$ cat config.mk
export PLATFORM = sky130hd
export DESIGN_NAME = isc_start_gen
export DESIGN_NICKNAME = d
export VERILOG_FILES = /design/src/rtl/isc_pkg.sv /design/src/rtl/isc_start_gen.sv /design/src/rtl/isc_brg.sv
export SDC_FILE = /design/constraint.sdc
export NUM_CORES = 1
export LEC_CHECK = 0
export ABC_AREA = 1
export BUFFER_PORTS_ARGS = -buffer_cell sky130_fd_sc_hd__buf_2
export CELL_PAD_IN_SITES_DETAIL_PLACEMENT = 0
export CELL_PAD_IN_SITES_GLOBAL_PLACEMENT = 1
export CORE_ASPECT_RATIO = 0.75
export CORE_UTILIZATION = 38
export DETAILED_ROUTE_END_ITERATION = 7
export GPL_ROUTABILITY_DRIVEN = 0
export PLACE_DENSITY_LB_ADDON = 0.05
export REMOVE_ABC_BUFFERS = 1
export SKIP_CTS_REPAIR_TIMING = 1
export SLEW_MARGIN = 10
export SYNTH_ARGS = -nofsm -noshare
export SYNTH_HDL_FRONTEND = slang
export SYNTH_SLANG_ARGS = --single-unit
$ cat constraint.sdc
create_clock -name clk -period 1.5 [get_ports clk]
set_input_delay 0.15 -clock clk [delete_from_list [all_inputs] [get_ports clk]]
set_output_delay 0.15 -clock clk [all_outputs]
set_load 0.02 [all_outputs]
$ cat src/rtl/isc_pkg.sv
// constants and types for the i2c start / repeated-start generator with collision detect
package isc_pkg;
  localparam int unsigned CNT_W = 8;
  localparam logic [7:0]  RELOAD_RST = 8'h00;
  typedef enum logic [9:0] {
    ST_IDLE   = 10'h001,
    ST_S_WAIT = 10'h002,
    ST_S_CNT1 = 10'h004,
    ST_S_CNT2 = 10'h008,
    ST_R_REL  = 10'h010,
    ST_R_CNT0 = 10'h020,
    ST_R_SCLH = 10'h040,
    ST_R_CNT1 = 10'h080,
    ST_R_CNT2 = 10'h100,
    ST_HOLD   = 10'h200
  } isc_state_e;
endpackage : isc_pkg

$ cat src/rtl/isc_start_gen.sv
// start and repeated-start generator with bus collision detection
module isc_start_gen (
  input  wire logic       clk,
  input  wire logic       rst,
  input  wire logic       start_req,
  input  wire logic       rstart_req,
  input  wire logic [7:0] baud_reload_value,
  input  wire logic       bus_data_line_i,
  input  wire logic       bus_clock_line_i,
  output logic            bus_data_line_o,
  output logic            bus_data_line_oe,
  output logic            bus_clock_line_o,
  output logic            bus_clock_line_oe,
  output logic            bus_collision_flag,
  output logic            done,
  output logic            busy
);
  isc_pkg::isc_state_e st_q;
  isc_pkg::isc_state_e st_d;
  logic [1:0] sda_s_q;
  logic [1:0] scl_s_q;
  logic       sda_oe_q;
  logic       sda_oe_d;
  logic       scl_oe_q;
  logic       scl_oe_d;
  logic       col_q;
  logic       col_d;
  logic       done_q;
  logic       done_d;
  logic       busy_q;
  logic       busy_d;
  logic       brg_load;
  logic       brg_run;
  logic       brg_exp;
  logic       sda;
  logic       scl;

  assign sda = sda_s_q[1];
  assign scl = scl_s_q[1];

  isc_brg u_brg (
    .clk     (clk),
    .rst     (rst),
    .load    (brg_load),
    .run     (brg_run),
    .reload  (baud_reload_value),
    .expired (brg_exp)
  );

  always_comb
  begin
    st_d     = st_q;
    sda_oe_d = sda_oe_q;
    scl_oe_d = scl_oe_q;
    col_d    = 1'b0;
    done_d   = 1'b0;
    brg_load = 1'b0;
    brg_run  = 1'b0;
    case (st_q)
      isc_pkg::ST_IDLE:
      begin
        if (start_req)
        begin
          sda_oe_d = 1'b0;
          scl_oe_d = 1'b0;
          if (!sda || !scl)
          begin
            col_d = 1'b1;
          end
          else
          begin
            st_d = isc_pkg::ST_S_WAIT;
          end
        end
        else if (rstart_req)
        begin
          sda_oe_d = 1'b0;
          st_d     = isc_pkg::ST_R_REL;
        end
      end
      isc_pkg::ST_S_WAIT:
      begin
        if (sda)
        begin
          brg_load = 1'b1;
          st_d     = isc_pkg::ST_S_CNT1;
        end
      end
      isc_pkg::ST_S_CNT1:
      begin
        brg_run = 1'b1;
        if (!sda)
        begin
          brg_load = 1'b1;
          sda_oe_d = 1'b1;
          st_d     = isc_pkg::ST_S_CNT2;
        end
        else if (!scl)
        begin
          col_d = 1'b1;
          st_d  = isc_pkg::ST_IDLE;
        end
        else if (brg_exp)
        begin
          sda_oe_d = 1'b1;
          brg_load = 1'b1;
          st_d     = isc_pkg::ST_S_CNT2;
        end
      end
      isc_pkg::ST_S_CNT2:
      begin
        brg_run = 1'b1; // clock low ignored here
        if (brg_exp)
        begin
          scl_oe_d = 1'b1;
          done_d   = 1'b1;
          st_d     = isc_pkg::ST_HOLD;
        end
      end
      isc_pkg::ST_R_REL:
      begin
        if (sda)
        begin
          brg_load = 1'b1;
          st_d     = isc_pkg::ST_R_CNT0;
        end
      end
      isc_pkg::ST_R_CNT0:
      begin
        brg_run = 1'b1;
        if (brg_exp)
        begin
          scl_oe_d = 1'b0;
          st_d     = isc_pkg::ST_R_SCLH;
        end
      end
      isc_pkg::ST_R_SCLH:
      begin
        if (scl)
        begin
          if (!sda)
          begin
            col_d = 1'b1;
            st_d  = isc_pkg::ST_IDLE;
          end
          else
          begin
            brg_load = 1'b1;
            st_d     = isc_pkg::ST_R_CNT1;
          end
        end
      end
      isc_pkg::ST_R_CNT1:
      begin
        brg_run = 1'b1;
        if (!scl && sda)
        begin
          col_d = 1'b1;
          st_d  = isc_pkg::ST_IDLE;
        end
        else if (!sda)
        begin
          st_d = isc_pkg::ST_R_CNT1; // another master pulled data first: no collision
        end
        else if (brg_exp)
        begin
          sda_oe_d = 1'b1;
          brg_load = 1'b1;
          st_d     = isc_pkg::ST_R_CNT2;
        end
      end
      isc_pkg::ST_R_CNT2:
      begin
        brg_run = 1'b1;
        if (brg_exp)
        begin
          scl_oe_d = 1'b1; // regardless of clock state
          done_d   = 1'b1;
          st_d     = isc_pkg::ST_HOLD;
        end
      end
      isc_pkg::ST_HOLD:
      begin
        st_d = isc_pkg::ST_IDLE;
      end
      default:
      begin
        st_d = isc_pkg::ST_IDLE;
      end
    endcase
    if (col_d)
    begin
      sda_oe_d = 1'b0; // release both lines on collision
      scl_oe_d = 1'b0;
      st_d     = isc_pkg::ST_IDLE;
    end
    busy_d = st_d != isc_pkg::ST_IDLE;
  end

  // lines keep held low after a finished start so the next phase owns them
  always_ff @(posedge clk)
  begin
    if (rst)
    begin
      st_q     <= isc_pkg::ST_IDLE;
      sda_s_q  <= 2'h3;
      scl_s_q  <= 2'h3;
      sda_oe_q <= 1'b0;
      scl_oe_q <= 1'b0;
      col_q    <= 1'b0;
      done_q   <= 1'b0;
      busy_q   <= 1'b0;
    end
    else
    begin
      st_q     <= st_d;
      sda_s_q  <= {sda_s_q[0], bus_data_line_i};
      scl_s_q  <= {scl_s_q[0], bus_clock_line_i};
      sda_oe_q <= sda_oe_d;
      scl_oe_q <= scl_oe_d;
      col_q    <= col_d;
      done_q   <= done_d;
      busy_q   <= busy_d;
    end
  end

  assign bus_data_line_o    = 1'b0;
  assign bus_clock_line_o   = 1'b0;
  assign bus_data_line_oe   = sda_oe_q;
  assign bus_clock_line_oe  = scl_oe_q;
  assign bus_collision_flag = col_q;
  assign done               = done_q;
  assign busy               = busy_q;
endmodule : isc_start_gen

$ cat src/rtl/isc_brg.sv
// reloadable baud-rate down-counter that stops at zero and flags expiry while run is high
module isc_brg (
  input  wire logic                     clk,
  input  wire logic                     rst,
  input  wire logic                     load,
  input  wire logic                     run,
  input  wire logic [isc_pkg::CNT_W-1:0] reload,
  output logic                          expired
);
  logic [isc_pkg::CNT_W-1:0] cnt_q;
  logic [isc_pkg::CNT_W-1:0] cnt_d;

  always_comb
  begin
    cnt_d = cnt_q;
    if (load)
    begin
      cnt_d = reload;
    end
    else if (run && cnt_q != '0)
    begin
      cnt_d = cnt_q - 1'b1;
    end
  end

  always_ff @(posedge clk)
  begin
    if (rst)
    begin
      cnt_q <= isc_pkg::RELOAD_RST;
    end
    else
    begin
      cnt_q <= cnt_d;
    end
  end

  // expiry ignores load: the caller decides load from expiry, so using it here would form a loop
  assign expired = run && cnt_q == '0;
endmodule : isc_brg

==> results by group <==
Outcome
  – Result of the run: complete, but fails checks
  – Violations in the final reports: design-rule violations, negative setup slack

Logic synthesis
  – Post-synthesis cell type with the largest combined area: sky130_fd_sc_hd__dfxtp_1
  – Synthesized area per cell: 6.83 um2
  – Number of warnings issued by yosys: 0
  – Seq cells post-synth: 27
  – Post-synth design cell area: 0.00196 mm2
  – Sequential share of the synthesized area: 27.6%
  – Synth top area share: 27.6%
  – Netlist cell types: 37
  – Leading cell types by total area after synthesis: sky130_fd_sc_hd__dfxtp_1 28%, sky130_fd_sc_hd__nand2_1 12%, sky130_fd_sc_hd__inv_1 7.3%
  – Cell count after synthesis: 287

Floorplanning
  – Area of the placeable core: 0.00493 mm2
  – Overall die width: 84.9 um
  – Top-Level Pins: 21
  – Full die area: 0.00545 mm2
  – Initial core utilization: 39.8%
  – DIE HEIGHT: 64.2 um
  – Count of standard-cell rows: 22

Flow run
  – Total of max-cap violations: 0

Worst setup path
  – Crit. End Element: flip-flop
  – Beginning of the worst register-to-register path: st_q[8]$_SDFF_PP0_
  – Crit Path Max Fanout: 7
  – End of the worst register-to-register path: u_brg.cnt_q[3]$_SDFFE_PP0P_
  – Critical Path Max Stage Delay: 360 ps
  – Cells along the critical path: nor2_4 -> nand2_2 -> inv_2 -> nand4_4 -> nor2_2 -> nand3_4 -> nand3_4 -> nand2_1 -> nand2_1 -> a21oi_1
  – Worst reg-to-reg setup slack: -220 ps
  – Capture point of the critical path: u_brg.cnt_q[3]$_SDFFE_PP0P_
  – Data arrival time at the worst-slack endpoint: 1870 ps
  – Kind of launch point of the worst setup path: flip-flop
  – CP Launch Point: st_q[8]$_SDFF_PP0_
  – Kind of critical path: flip-flop to flip-flop
  – R2R depth: 10
  – Required arrival time at the worst endpoint: 1650 ps
  – Cell at the slowest stage of the critical path: sky130_fd_sc_hd__dfxtp_2

Routing
  – DR vias: 2117
  – Residual antenna-violating net count after detailed routing: 0
  – Initial detailed-routing violation count: 170
  – DR DRC count: 4
  – Via count normalized by instance count: 4.84
  – Mean routed wirelength per cell: 13.4 um
  – Routed wire length: 5850 um
  – First drt pass iteration count: 7

Pwr
  – Static leakage: 1.40 nW
  – Net Sw Power: 0.684 mW
  – Pwr dens: 713 mW/mm2
  – Portion of total power attributed to combinational logic: 39.8%
  – Switching power share of the total: 34.4%
  – Maximum VDD drop: 0.409 mV
  – Clock network fraction of total power: 21.1%
  – Internal Power: 1.31 mW
  – Part of the total power dissipated in sequential elements: 39.1%

STA
  – FMAX: 580 MHz
  – Worst max-slew margin expressed relative to the limit: 64.6%
  – Slew Limit Fails: 0
  – Worst Max-Slew Pin Slew: 532 ps
  – Fin Setup TNS: -3000 ps
  – Final critical path time including I/O delays and setup: 1720 ps
  – RSZ-0062 raised after global routing: true
  – Number of setup violations in the final report: 22
  – Hold violation total from the final report: 0
  – Final critical-path share of the clock period: 115%
  – Worst setup slack after layout: -224 ps
  – Worst-case clock skew: 7.00 ps

CTS
  – Number of levels the H-tree was split into: 1
  – Inserted Clock Buffers: 3
  – Post-CTS clock slew at the launch and capture registers of the worst setup and hold paths: 100 ps
  – Clock sink count: 27
  – Cell at the root of the clock tree: sky130_fd_sc_hd__clkbuf_8
  – Worst-Skew Late Latency: 270 ps
  – Clock tree from TritonCTS: built
  – Maximum number of buffers from clock root to sink: 2

Layout
  – Final #Nets: 394
  – Finished Cell Area: 0.00279 mm2
  – Antenna diode count: 0
  – Final standard cell utilization of the core: 56.7%
  – Fill cell instance count of the final layout: 508
  – Share of final-layout standard cells stronger than drive strength 1: 44.3%
  – Commonest cells after routing, fill and taps aside: 69 x sky130_fd_sc_hd__buf_4, 56 x sky130_fd_sc_hd__nand2_1, 36 x sky130_fd_sc_hd__inv_1, 24 x sky130_fd_sc_hd__nor2_1, 22 x sky130_fd_sc_hd__nand3_1
  – Most common cell after layout, fill and taps aside: sky130_fd_sc_hd__buf_4
  – P&R area growth vs syn: 42.5%

Min path
  – Min-delay worst type: input port to flip-flop

GRT
  – GRT Util Overall: 21.6%
  – Antenna violations before repair: 0
  – Vias in the first global route: 1797
  – Total grt overflow: 0
  – Pin count of the biggest net entering global routing: 25
  – First-pass GRT wire length: 9090 um

Placement
  – Post-Place Cell Area: 0.00257 mm2
  – Number of buffer cells added on primary ports: 18
  – Post-DP HPWL: 4460 um
==> cells by family (layout without fill, tap and decap cells) <==
logic type / count (synthesis) / after routing / share of synthesized area (%)
AND/OR/NAND/NOR: 164 / 167 / 46.6
other: 1 / 2 / 0.191
adder cells (fa/ha/maj): 2 / 2 / 1.28
buffers and inverters: 53 / 139 / 10.9
XOR/XNOR: 7 / 7 / 3.13
flip-flops: 27 / 27 / 27.6
AO/OA/AOI/OAI: 33 / 33 / 10.3
==> stage by stage <==
step                hold WS, ps  std cells  power, mW  setup WS (ps)
floorplan                   212        282       1.19          -50.3
global placement            332        424       1.50           -278
detailed placement          334        424       1.49           -294
CTS                        43.5        428       1.93           -317
global route               37.6        437       2.13           -339
finish                     54.2        437       1.99           -224
==> Yosys cell counts <==
| cell | instances |
|---|---|
| sky130_fd_sc_hd__xor2_1 | 6 |
| sky130_fd_sc_hd__buf_4 | 2 |
| sky130_fd_sc_hd__nand4_4 | 2 |
| sky130_fd_sc_hd__nand3_4 | 3 |
| sky130_fd_sc_hd__o22ai_1 | 1 |
| sky130_fd_sc_hd__a21oi_2 | 3 |
| sky130_fd_sc_hd__nor2_1 | 26 |
| sky130_fd_sc_hd__buf_6 | 1 |
| sky130_fd_sc_hd__o21ai_1 | 1 |
| sky130_fd_sc_hd__ha_1 | 2 |
| sky130_fd_sc_hd__clkbuf_1 | 3 |
| sky130_fd_sc_hd__inv_1 | 38 |
| sky130_fd_sc_hd__dfxtp_1 | 27 |
| sky130_fd_sc_hd__nor4_1 | 1 |
| sky130_fd_sc_hd__nand4_1 | 9 |
| sky130_fd_sc_hd__or2_2 | 4 |
| sky130_fd_sc_hd__nand2_4 | 2 |
| sky130_fd_sc_hd__nor2_2 | 6 |
| sky130_fd_sc_hd__nand4_2 | 1 |
| sky130_fd_sc_hd__nand2_2 | 3 |
| sky130_fd_sc_hd__nor2_4 | 9 |
| sky130_fd_sc_hd__a31oi_1 | 2 |
| sky130_fd_sc_hd__xnor2_1 | 1 |
| sky130_fd_sc_hd__o211ai_1 | 3 |
| sky130_fd_sc_hd__nand3_2 | 5 |
| sky130_fd_sc_hd__nand3_1 | 22 |
| sky130_fd_sc_hd__nor3_1 | 7 |
| sky130_fd_sc_hd__or2_0 | 1 |
| sky130_fd_sc_hd__inv_2 | 9 |
| sky130_fd_sc_hd__or2_1 | 1 |
| sky130_fd_sc_hd__nand2_1 | 62 |
| sky130_fd_sc_hd__a32o_1 | 1 |
| sky130_fd_sc_hd__conb_1 | 1 |
| sky130_fd_sc_hd__a21boi_0 | 1 |
| sky130_fd_sc_hd__a21oi_1 | 12 |
| sky130_fd_sc_hd__o21ai_0 | 6 |
| sky130_fd_sc_hd__o31ai_1 | 3 |
==> flip-flops by register name, summed over array words and instances, names as in the netlist <==
name and count:
scl_s_q 2, bus_collision_flag 1, bus_data_line_oe 1, st_q 10
u_brg.cnt_q 8, busy 1, bus_clock_line_oe 1, sda_s_q 2
done 1
==> worst min-delay path by stage <==
| stage | startpoint | to | slack (ps) | cells after the start |
|---|---|---|---|---|
| finish | bus_clock_line_i | scl_s_q[0]$_SDFF_PP1_ | 50 | 2 |
| CTS | bus_data_line_i | sda_s_q[0]$_SDFF_PP1_ | 40 | 2 |
| global route | bus_data_line_i | sda_s_q[0]$_SDFF_PP1_ | 40 | 2 |
| detailed placement | bus_data_line_i | sda_s_q[0]$_SDFF_PP1_ | 330 | 2 |
| floorplan | rst | u_brg.cnt_q[2]$_SDFFE_PP0P_ | 210 | 1 |
| global placement | bus_clock_line_i | scl_s_q[0]$_SDFF_PP1_ | 330 | 2 |
==> power groups by stage <==
stage	clock network (mW)	logic, mW	registers [mW]
after floorplan	0	0.387	0.802
after global placement	0	0.702	0.795
after detailed placement	0	0.699	0.795
after CTS	0.451	0.703	0.778
after global routing	0.473	0.871	0.782
final	0.420	0.793	0.778
==> area by class of cell <==
type	count	area, um2	area share, %
multi-input cells	211	1320	47.1
repair buffers	88	619	22.2
flip-flops and latches	27	558	20.0
inverters	47	181	6.49
well taps	60	75.1	2.69
clock buffers	4	45.0	1.61
==> layer usage <==
| layer | routed length (um) | up-vias | part of all wire (%) | track usage [%] |
|---|---|---|---|---|
| li1 | - | 1105 | - | - |
| met1 | 3290 | 958 | 56 | 36.1 |
| met2 | 2200 | 52 | 38 | 27.9 |
| met3 | 339 | 2 | 5.8 | 3.75 |
| met4 | 17 | 0 | 0.29 | 2.54 |
| met5 | 0 | - | 0 | 0 |
==> critical path, delay by kind of cell (launching register included) <==
| family | cells | cell delay (ps) |
|---|---|---|
| DFF | 1 | 360 |
| AOI/OAI and AO/OA | 1 | 60 |
| buffers and inverters | 1 | 90 |
| and+or+nand+nor | 8 | 1110 |
(Power assumes the default switching activity.)
